File: src/core/acf_cfg.svh
// Constants for the ASCII command checksum framer
`ifndef ACF_CFG_SVH
`define ACF_CFG_SVH
`define ACF_PCFG_RST 9'h001
`define ACF_CH_BRACE 8'h7B
`define ACF_CH_CR 8'h0D
`define ACF_CH_NACK 8'h3F
`define ACF_CH_ZERO 8'h30
`define ACF_CH_ONE 8'h31
`define ACF_NACK_NONE 4'h0
`define ACF_NACK_TOO_MANY 4'h4
`define ACF_NACK_COMM 4'hA
`define ACF_NACK_NO_CS 4'hC
`define ACF_NACK_TEN 4'hA
`define ACF_MAX_CHARS 8'h40
`define ACF_ERR_CKSUM 9
`define ACF_ERR_LONG 10
`endif

File: src/core/acf_pkg.sv
// Types and helpers for the ASCII command checksum framer
package acf_pkg;
   // Protocol configuration word, bit 8 down to bit 0
   typedef struct packed {
      logic full_duplex;
      logic little_endian;
      logic cs_raw;
      logic reg_3digit;
      logic adapter;
      logic cs_en;
      logic ack_all;
      logic addr_always;
      logic bit0;
   } acf_pcfg_t;

   // Link fault events, in error word order from bit 8 down to bit 0
   typedef struct packed {
      logic rx_timeout;
      logic tx_timeout;
      logic spi_opcode;
      logic tx_full;
      logic rx_full;
      logic overflow;
      logic noise;
      logic framing;
      logic parity;
   } acf_link_err_t;

   typedef enum logic [2:0] {
      TX_BODY = 3'b000,
      TX_BRACE = 3'b001,
      TX_CK_HI = 3'b010,
      TX_CK_LO = 3'b011,
      TX_CR = 3'b100,
      TX_NK_TENS = 3'b101,
      TX_NK_ONES = 3'b110
   } acf_tx_st_t;

   function automatic logic [7:0] acf_nib_to_hex(input logic [3:0] n);
      logic [7:0] w;
      w = {4'h0, n};
      return (n < 4'hA) ? w + 8'h30 : w + 8'h37;
   endfunction : acf_nib_to_hex

   // Returns {valid, nibble}; either letter case is accepted
   function automatic logic [4:0] acf_hex_to_nib(input logic [7:0] c);
      logic [7:0] d;
      d = 8'h00;
      if (c >= 8'h30 && c <= 8'h39) d = c - 8'h30;
      else if (c >= 8'h41 && c <= 8'h46) d = c - 8'h37;
      else if (c >= 8'h61 && c <= 8'h66) d = c - 8'h57;
      else return 5'h00;
      return {1'b1, d[3:0]};
   endfunction : acf_hex_to_nib
endpackage : acf_pkg

File: src/core/acf_framer.sv
// Receive and transmit framing with checksum, error word and config word
// Notes on behaviour
// - Config bit 6 picks raw-byte check value when one, hex text when zero.
// - Checksum framing is active only while config bit 3 is one.
// - A brace separates the packet body from its check value.
// - Hex format sends the check value as two ASCII hex digits.
// - Raw format sends the check value as one binary byte.
// - Packet is address, command, parameters, optional brace and check, then CR.
// - Acknowledge and negative acknowledge replies never carry a check value.
// - Checksums on but packet lacks one: reply negative acknowledge code 12.
// - Checksums off but packet has one: reply negative acknowledge code 4.
// - Port error: record cause only; too many characters or bad check value: reply code 10 and record cause.
// - Error word is readable; zero means normal communication.
// - Error bits: parity 0x0001, framing 0x0002, noise 0x0004, overflow 0x0008.
// - Error bits: rx buffer full 16, tx full 0x0020, bad SPI opcode 0x0040.
// - Error bits: bad check value 0x0200, too many characters 0x0400.
// - Modbus multi-byte values are little endian when config bit 7 is one.
// - Serial link is full duplex when config bit 8 is one.
// - Protocol config is a nine-bit word, one option per bit.
// - Negative acknowledge is a question mark followed by a decimal code.
`timescale 1ns/10ps
`include "acf_cfg.svh"
module acf_framer
   import acf_pkg::*;
(
   input wire logic clock_in,
   input wire logic rst_n_in,
   input wire logic cfg_wr_in,
   input wire logic [8:0] cfg_data_in,
   output acf_pcfg_t cfg_word_out,
   input wire logic err_rd_in,
   input acf_link_err_t link_err_in,
   output logic [15:0] err_word_out,
   input wire logic rx_valid_in,
   input wire logic [7:0] rx_byte_in,
   output logic rx_char_valid_out,
   output logic [7:0] rx_char_out,
   output logic rx_done_out,
   output logic [3:0] rx_code_out,
   input wire logic tx_valid_in,
   input wire logic [7:0] tx_byte_in,
   input wire logic tx_last_in,
   input wire logic tx_data_in,
   output logic tx_ready_out,
   output logic ser_valid_out,
   output logic [7:0] ser_byte_out,
   input wire logic ser_ready_in,
   output logic drv_en_out,
   input wire logic [15:0] mb_word_in,
   output logic [15:0] mb_bytes_out
);
   acf_pcfg_t pcfg_r;
   logic [15:0] err_r;
   logic [15:0] err_set;
   logic [7:0] rx_sum_r;
   logic [7:0] rx_cnt_r;
   logic rx_long_r;
   logic in_ck_r;
   logic [1:0] ck_cnt_r;
   logic [7:0] ck_val_r;
   logic ck_badhex_r;
   logic rx_char_valid_r;
   logic [7:0] rx_char_r;
   logic rx_done_r;
   logic [3:0] rx_code_r;
   logic [3:0] nk_pend_r;
   logic [3:0] nk_code_r;
   acf_tx_st_t st_r;
   logic [7:0] tx_sum_r;
   logic tx_busy_r;
   logic ser_valid_r;
   logic [7:0] ser_byte_r;
   logic drv_en_r;
   logic [15:0] mb_r;
   logic rx_cr;
   logic ck_bad;
   logic [3:0] rx_code_nxt;
   logic load_ok;
   logic tx_take;
   logic nk_start;
   logic [7:0] tx_ck;
   logic [4:0] hex_nib;

   always_ff @(posedge clock_in or negedge rst_n_in) begin
      if (!rst_n_in) begin
         pcfg_r <= `ACF_PCFG_RST;
      end else if (cfg_wr_in) begin
         pcfg_r <= cfg_data_in;
      end
   end

   assign rx_cr = rx_valid_in && rx_byte_in == `ACF_CH_CR && !(in_ck_r && pcfg_r.cs_raw
      && ck_cnt_r == 2'd0);
   assign hex_nib = acf_hex_to_nib(rx_byte_in);
   assign ck_bad = ck_badhex_r || ck_val_r != ~rx_sum_r
      || ck_cnt_r != (pcfg_r.cs_raw ? 2'd1 : 2'd2);

   always_comb begin
      rx_code_nxt = `ACF_NACK_NONE;
      if (pcfg_r.cs_en && !in_ck_r) rx_code_nxt = `ACF_NACK_NO_CS;
      else if (!pcfg_r.cs_en && in_ck_r) rx_code_nxt = `ACF_NACK_TOO_MANY;
      else if (rx_long_r || (pcfg_r.cs_en && ck_bad)) rx_code_nxt = `ACF_NACK_COMM;
   end

   always_ff @(posedge clock_in or negedge rst_n_in) begin
      if (!rst_n_in) begin
         rx_sum_r <= 8'h00;
         rx_cnt_r <= 8'h00;
         rx_long_r <= 1'b0;
         in_ck_r <= 1'b0;
         ck_cnt_r <= 2'd0;
         ck_val_r <= 8'h00;
         ck_badhex_r <= 1'b0;
      end else if (rx_cr) begin
         rx_sum_r <= 8'h00;
         rx_cnt_r <= 8'h00;
         rx_long_r <= 1'b0;
         in_ck_r <= 1'b0;
         ck_cnt_r <= 2'd0;
         ck_val_r <= 8'h00;
         ck_badhex_r <= 1'b0;
      end else if (rx_valid_in && in_ck_r) begin
         if (ck_cnt_r != 2'd3) ck_cnt_r <= ck_cnt_r + 2'd1;
         // raw byte taken whole, even if it looks like CR
         if (pcfg_r.cs_raw) begin
            ck_val_r <= rx_byte_in;
         end else begin
            ck_val_r <= {ck_val_r[3:0], hex_nib[3:0]};
            if (!hex_nib[4]) ck_badhex_r <= 1'b1;
         end
      end else if (rx_valid_in && rx_byte_in == `ACF_CH_BRACE) begin
         in_ck_r <= 1'b1;
      end else if (rx_valid_in) begin
         rx_sum_r <= rx_sum_r + rx_byte_in;
         if (rx_cnt_r == `ACF_MAX_CHARS) rx_long_r <= 1'b1;
         else rx_cnt_r <= rx_cnt_r + 8'h01;
      end
   end

   // body characters pass on, framing characters do not
   always_ff @(posedge clock_in or negedge rst_n_in) begin
      if (!rst_n_in) begin
         rx_char_valid_r <= 1'b0;
         rx_char_r <= 8'h00;
         rx_done_r <= 1'b0;
         rx_code_r <= `ACF_NACK_NONE;
      end else begin
         rx_char_valid_r <= rx_valid_in && !rx_cr && !in_ck_r
            && rx_byte_in != `ACF_CH_BRACE;
         if (rx_valid_in) rx_char_r <= rx_byte_in;
         rx_done_r <= rx_cr;
         if (rx_cr) rx_code_r <= rx_code_nxt;
      end
   end

   always_comb begin
      err_set = {7'h00, link_err_in};
      if (rx_cr && rx_code_nxt == `ACF_NACK_COMM) begin
         err_set[`ACF_ERR_LONG] = rx_long_r;
         err_set[`ACF_ERR_CKSUM] = !rx_long_r;
      end
   end

   // sticky causes; a new event beats the read clear
   always_ff @(posedge clock_in or negedge rst_n_in) begin
      if (!rst_n_in) begin
         err_r <= 16'h0000;
      end else begin
         err_r <= (err_rd_in ? 16'h0000 : err_r) | err_set;
      end
   end

   // pending reply; a new failure overrides an older one
   always_ff @(posedge clock_in or negedge rst_n_in) begin
      if (!rst_n_in) begin
         nk_pend_r <= `ACF_NACK_NONE;
      end else if (rx_cr && rx_code_nxt != `ACF_NACK_NONE) begin
         nk_pend_r <= rx_code_nxt;
      end else if (nk_start) begin
         nk_pend_r <= `ACF_NACK_NONE;
      end
   end

   assign load_ok = !ser_valid_r || ser_ready_in;
   assign nk_start = load_ok && st_r == TX_BODY && !tx_busy_r && nk_pend_r != 4'h0;
   assign tx_take = load_ok && st_r == TX_BODY && !nk_start && tx_valid_in;
   assign tx_ready_out = load_ok && st_r == TX_BODY && !nk_start;
   assign tx_ck = ~(tx_sum_r + tx_byte_in);

   // Transmit sequencer; the output register gives back-pressure from the link
   always_ff @(posedge clock_in or negedge rst_n_in) begin
      if (!rst_n_in) begin
         st_r <= TX_BODY;
         tx_sum_r <= 8'h00;
         tx_busy_r <= 1'b0;
         nk_code_r <= 4'h0;
         ser_valid_r <= 1'b0;
         ser_byte_r <= 8'h00;
      end else if (load_ok) begin
         ser_valid_r <= 1'b0;
         case (st_r)
            TX_BODY: begin
               if (nk_start) begin
                  ser_valid_r <= 1'b1;
                  ser_byte_r <= `ACF_CH_NACK;
                  nk_code_r <= nk_pend_r;
                  tx_busy_r <= 1'b1;
                  st_r <= (nk_pend_r >= `ACF_NACK_TEN) ? TX_NK_TENS : TX_NK_ONES;
               end else if (tx_take) begin
                  ser_valid_r <= 1'b1;
                  ser_byte_r <= tx_byte_in;
                  tx_sum_r <= tx_sum_r + tx_byte_in;
                  tx_busy_r <= 1'b1;
                  if (tx_last_in) begin
                     st_r <= (pcfg_r.cs_en && tx_data_in) ? TX_BRACE : TX_CR;
                     tx_sum_r <= tx_ck;
                  end
               end
            end
            TX_BRACE: begin
               ser_valid_r <= 1'b1;
               ser_byte_r <= `ACF_CH_BRACE;
               st_r <= pcfg_r.cs_raw ? TX_CK_LO : TX_CK_HI;
            end
            TX_CK_HI: begin
               ser_valid_r <= 1'b1;
               ser_byte_r <= acf_nib_to_hex(tx_sum_r[7:4]);
               st_r <= TX_CK_LO;
            end
            TX_CK_LO: begin
               ser_valid_r <= 1'b1;
               ser_byte_r <= pcfg_r.cs_raw ? tx_sum_r : acf_nib_to_hex(tx_sum_r[3:0]);
               st_r <= TX_CR;
            end
            TX_NK_TENS: begin
               ser_valid_r <= 1'b1;
               ser_byte_r <= `ACF_CH_ONE;
               nk_code_r <= nk_code_r - `ACF_NACK_TEN;
               st_r <= TX_NK_ONES;
            end
            // code digit then CR, no check value
            TX_NK_ONES: begin
               ser_valid_r <= 1'b1;
               ser_byte_r <= `ACF_CH_ZERO + {4'h0, nk_code_r};
               st_r <= TX_CR;
            end
            default: begin
               ser_valid_r <= 1'b1;
               ser_byte_r <= `ACF_CH_CR;
               tx_sum_r <= 8'h00;
               tx_busy_r <= 1'b0;
               st_r <= TX_BODY;
            end
         endcase
      end
   end

   // half duplex drives the line only while a reply is out
   always_ff @(posedge clock_in or negedge rst_n_in) begin
      if (!rst_n_in) begin
         drv_en_r <= 1'b0;
         mb_r <= 16'h0000;
      end else begin
         drv_en_r <= pcfg_r.full_duplex || tx_busy_r || ser_valid_r;
         mb_r <= pcfg_r.little_endian ? {mb_word_in[7:0], mb_word_in[15:8]} : mb_word_in;
      end
   end

   assign cfg_word_out = pcfg_r;
   assign err_word_out = err_r;
   assign rx_char_valid_out = rx_char_valid_r;
   assign rx_char_out = rx_char_r;
   assign rx_done_out = rx_done_r;
   assign rx_code_out = rx_code_r;
   assign ser_valid_out = ser_valid_r;
   assign ser_byte_out = ser_byte_r;
   assign drv_en_out = drv_en_r;
   assign mb_bytes_out = mb_r;
endmodule : acf_framer

File: config.mk
export PLATFORM = sky130hd
export DESIGN_NAME = acf_framer
export DESIGN_NICKNAME = d
export VERILOG_FILES = /design/src/core/acf_pkg.sv /design/src/core/acf_framer.sv
export VERILOG_INCLUDE_DIRS = /design/src /design/src/core
export SDC_FILE = /design/constraint.sdc
export NUM_CORES = 1
export LEC_CHECK = 0
export BUFFER_PORTS_ARGS = -buffer_cell sky130_fd_sc_hd__buf_2
export CORE_ASPECT_RATIO = 2
export CORE_MARGIN = 4
export CORE_UTILIZATION = 45
export DETAILED_ROUTE_END_ITERATION = 10
export PLACE_DENSITY_LB_ADDON = 0.15
export SETUP_SLACK_MARGIN = 0.4
export SLEW_MARGIN = 10
export SYNTH_ARGS = -nofsm -noshare
export SYNTH_HDL_FRONTEND = slang
export SYNTH_SLANG_ARGS = --single-unit
File: constraint.sdc
create_clock -name clock_in -period 4.1 [get_ports clock_in]
set_input_delay 0.82 -clock clock_in [delete_from_list [all_inputs] [get_ports clock_in]]
set_output_delay 0.82 -clock clock_in [all_outputs]
set_load 0.02 [all_outputs]
==> impl_metrics.prom <==
# TYPE chip_impl_metric gauge
chip_impl_metric{name="cts_buffers",unit=""} 9
chip_impl_metric{name="groute.usage.overall",unit="%"} 20.5
chip_impl_metric{name="die-height",unit="µm"} 168
chip_impl_metric{name="p_leak",unit="nW"} 3.16
chip_impl_metric{name="max_slew.worst_pin.slew",unit="ps"} 797
chip_impl_info{name="tritoncts",value="built"} 1
chip_impl_metric{name="nFillCells",unit=""} 1174
chip_impl_metric{name="portion_of_the_post_synthesis_area_used_by_sequential_elements",unit="%"} 46.0
chip_impl_metric{name="grt_pass1_vias",unit=""} 4746
chip_impl_metric{name="setup-tns-final",unit="ps"} 0
chip_impl_metric{name="detail_route.wl_per_cell",unit="µm"} 17.6
chip_impl_metric{name="grt_max_degree",unit=""} 49
chip_impl_metric{name="synth-warning-count",unit=""} 0
chip_impl_info{name="grt_setup_unrepaired",value="no"} 1
chip_impl_metric{name="timing.final.hold_violations",unit=""} 0
chip_impl_metric{name="pin_count",unit=""} 125
chip_impl_metric{name="data_arrival_time_at_the_worst_slack_endpoint",unit="ps"} 1990
chip_impl_metric{name="vdd.ir_drop.worst",unit="V"} 0.000370
chip_impl_info{name="setup.worst_path.end_class",value="output port"} 1
chip_impl_metric{name="setup-violations-final",unit=""} 0
chip_impl_metric{name="via_per_inst",unit=""} 5.58
chip_impl_metric{name="critPathMaxFanout",unit=""} 24
chip_impl_metric{name="remaining_drc_errors",unit=""} 0
chip_impl_metric{name="layout-drive-gt1-share",unit="%"} 25.7
chip_impl_metric{name="cts_resized",unit=""} 0
chip_impl_metric{name="total_number_of_clock_tree_sinks",unit=""} 106
chip_impl_info{name="ys_dominant_reg_cell",value="dfrtp_1"} 1
chip_impl_metric{name="synth-seq-cells",unit=""} 106
chip_impl_metric{name="port_buffers",unit=""} 118
chip_impl_metric{name="number_of_iterations_in_the_first_detailed_routing_pass",unit=""} 4
chip_impl_metric{name="synth_edf_count",unit=""} 0
chip_impl_metric{name="detail_route.wirelength",unit="µm"} 14700
chip_impl_metric{name="drv_slew",unit=""} 0
chip_impl_metric{name="final_antenna_violating_net_count",unit=""} 0
chip_impl_info{name="ctsRootBufferMaster",value="clkbuf_16"} 1
chip_impl_metric{name="area_growth_syn_to_layout",unit="%"} 17.0
chip_impl_metric{name="power.density_cell_area",unit="nW/µm²"} 613
chip_impl_metric{name="synth_top_cell_area_share",unit="%"} 45.6
chip_impl_metric{name="die_w",unit="µm"} 88.0
chip_impl_metric{name="clk-insertion-delay-late",unit="ps"} 340
chip_impl_metric{name="synth.distinct_cells",unit=""} 64
chip_impl_metric{name="core_area",unit="µm²"} 12600
chip_impl_metric{name="global_route.overflow_total",unit=""} 0
chip_impl_metric{name="gp_congestion",unit=""} 0.890
chip_impl_metric{name="dp_hpwl",unit="µm"} 11400
chip_impl_info{name="synth_top_area_cell",value="dfrtp_1"} 1
chip_impl_metric{name="drv.max_cap_violation_count",unit=""} 0
chip_impl_metric{name="die_area",unit="µm²"} 14800
chip_impl_metric{name="worst_clock_skew_on_the_final_layout",unit="ps"} 6.84
chip_impl_metric{name="async_reset_ff_share",unit="%"} 100
chip_impl_metric{name="timing.fmax",unit="MHz"} 356
chip_impl_info{name="worstSetupStartpoint",value="st_r[1]"} 1
chip_impl_metric{name="net_count_final",unit=""} 769
chip_impl_metric{name="dpl-instance-area",unit="µm²"} 6450
chip_impl_metric{name="syn_inst",unit=""} 575
chip_impl_metric{name="start_util",unit="%"} 45.9
chip_impl_metric{name="timing.slew.headroom",unit="%"} 46.7
chip_impl_metric{name="total_setup_buffers_inserted_after_cts",unit=""} 0
chip_impl_metric{name="post_synth.cell_area_avg",unit="µm²"} 10.0
chip_impl_metric{name="htree_num_levels",unit=""} 3
chip_impl_metric{name="via_count",unit=""} 4661
chip_impl_metric{name="crit_required",unit="ps"} 3280
chip_impl_info{name="ys_top_cells_by_area",value="dfrtp_1 (46%), mux2_2 (6.1%), ha_1 (5.6%)"} 1
chip_impl_info{name="worstReg2RegStart",value="st_r[0]"} 1
chip_impl_metric{name="grt_pass1_wl",unit="µm"} 23700
chip_impl_info{name="hold_class",value="in2async"} 1
chip_impl_metric{name="period_utilization_post_route",unit="%"} 68.5
chip_impl_metric{name="drt_iter0_drc",unit=""} 175
chip_impl_info{name="start_kind",value="flop"} 1
chip_impl_metric{name="cts_max_path_buffers",unit=""} 2
chip_impl_metric{name="min_period",unit="ps"} 2810
chip_impl_info{name="criticalPathCategory",value="reg2out"} 1
chip_impl_metric{name="num_rows",unit=""} 58
chip_impl_info{name="outcome",value="completed"} 1
chip_impl_metric{name="clk_pin_slew_worst_paths",unit="ps"} 80
chip_impl_metric{name="fin_area",unit="µm²"} 6750
chip_impl_metric{name="antenna_found_initial",unit=""} 0
chip_impl_metric{name="hold_buffers",unit=""} 0
chip_impl_metric{name="ant_diodes",unit=""} 0
chip_impl_metric{name="syn_area",unit="µm²"} 5760
[state kept, by name, indices dropped and copies added, names as in the netlist, 3 cells and up]
name          count
mb_bytes_out     16
rx_cnt_r          8
rx_char_out       8
cfg_word_out      9
tx_sum_r          8
ck_val_r          8
st_r              3
rx_sum_r          8
rx_code_out       3
ser_byte_out      8
nk_pend_r         3
err_word_out     11
nk_code_r         3
[synthesized netlist by cell type (11+ instances only)]
library cell / number
a21o_1: 14
xor2_1: 11
dfrtp_1: 105
o21ai_0: 39
nor2_1: 45
nand3_1: 11
xnor2_1: 28
a21oi_1: 37
inv_1: 28
mux2_2: 31
ha_1: 26
nand2_1: 38
clkbuf_1: 17
[metal layers]
layer	GRT usage [%]	share of wire, %	vias to the layer above
met2	38.7	58	118
met3	2.69	3.4	33
met5	0	0	-
met1	21.6	35	2286
met4	9.34	3.7	0
li1	-	-	2224
[cells in the final DEF (no fill, tap or decap), types with 11 or more instances in the layout]
cell / n
a21o_1: 14
a21oi_1: 37
buf_2: 117
dfrtp_1: 105
ha_1: 26
inv_1: 28
mux2_2: 31
nand2_1: 38
nand3_1: 11
nor2_1: 45
o21ai_0: 39
xnor2_1: 28
xor2_1: 11
[worst paths after layout]
check / endpoint / slack (ps) / cells past startpoint
setup / recovery: tx_ready_out / 1290 / 4
hold / removal: err_word_out[3] / 470 / 1
setup reg to reg: nk_code_r[3] / 1730 / 5
hold reg to reg: err_word_out[5] / 470 / 1
max in group asynchronous: mb_bytes_out[7] / 2690 / 2
min in group clock_in: err_word_out[5] / 470 / 1
[logic make-up (layout without fill, tap and decap cells)]
group	count (synthesis)	count (layout)	synth area share [%]
multiplexers	39	39	7.45
flip-flops	106	106	46.0
XOR/XNOR	39	39	5.93
AO/OA/AOI/OAI	153	153	16.9
other	1	6	0.0651
AND/OR/NAND/NOR	149	149	12.8
adder cells (fa/ha/maj)	28	28	6.34
buffers and inverters	60	166	4.47
[layout make-up]
class / instances / area, µm² / share of cell area, %
well taps: 150 / 188 / 2.78
clock buffers: 9 / 225 / 3.34
repair buffers: 123 / 631 / 9.35
inverters: 28 / 105 / 1.56
flip-flops and latches: 106 / 2650 / 39.3
clock inverters: 6 / 72.6 / 1.08
multi-input cells: 414 / 2870 / 42.6
[where the power goes]
part | internal (mW) | switching, mW
combinational | 0.725 | 0.885
clock | 0.480 | 0.400
sequential | 1.32 | 0.331
total | 2.52 | 1.62
[worst max-delay path, stage by stage, from the launching register on]
cell,delay (ps)
dfrtp_1,630
nor3_1,450
o21ai_1,210
nor2_1,160
buf_2,190
[stage by stage]
stage | power, mW | std cells | hold WS [ps] | util, % | worst slack [ps]
after global routing | 4.44 | 836 | 491 | 53.7 | 1120
after global placement | 3.24 | 821 | 460 | 51.4 | 1270
after detailed placement | 3.28 | 821 | 463 | 51.4 | 1240
after floorplan | 2.80 | 580 | 479 | - | 1780
final | 4.14 | 836 | 471 | 53.7 | 1290
after CTS | 4.18 | 836 | 481 | 53.7 | 1270
(Power assumes the default switching activity.)
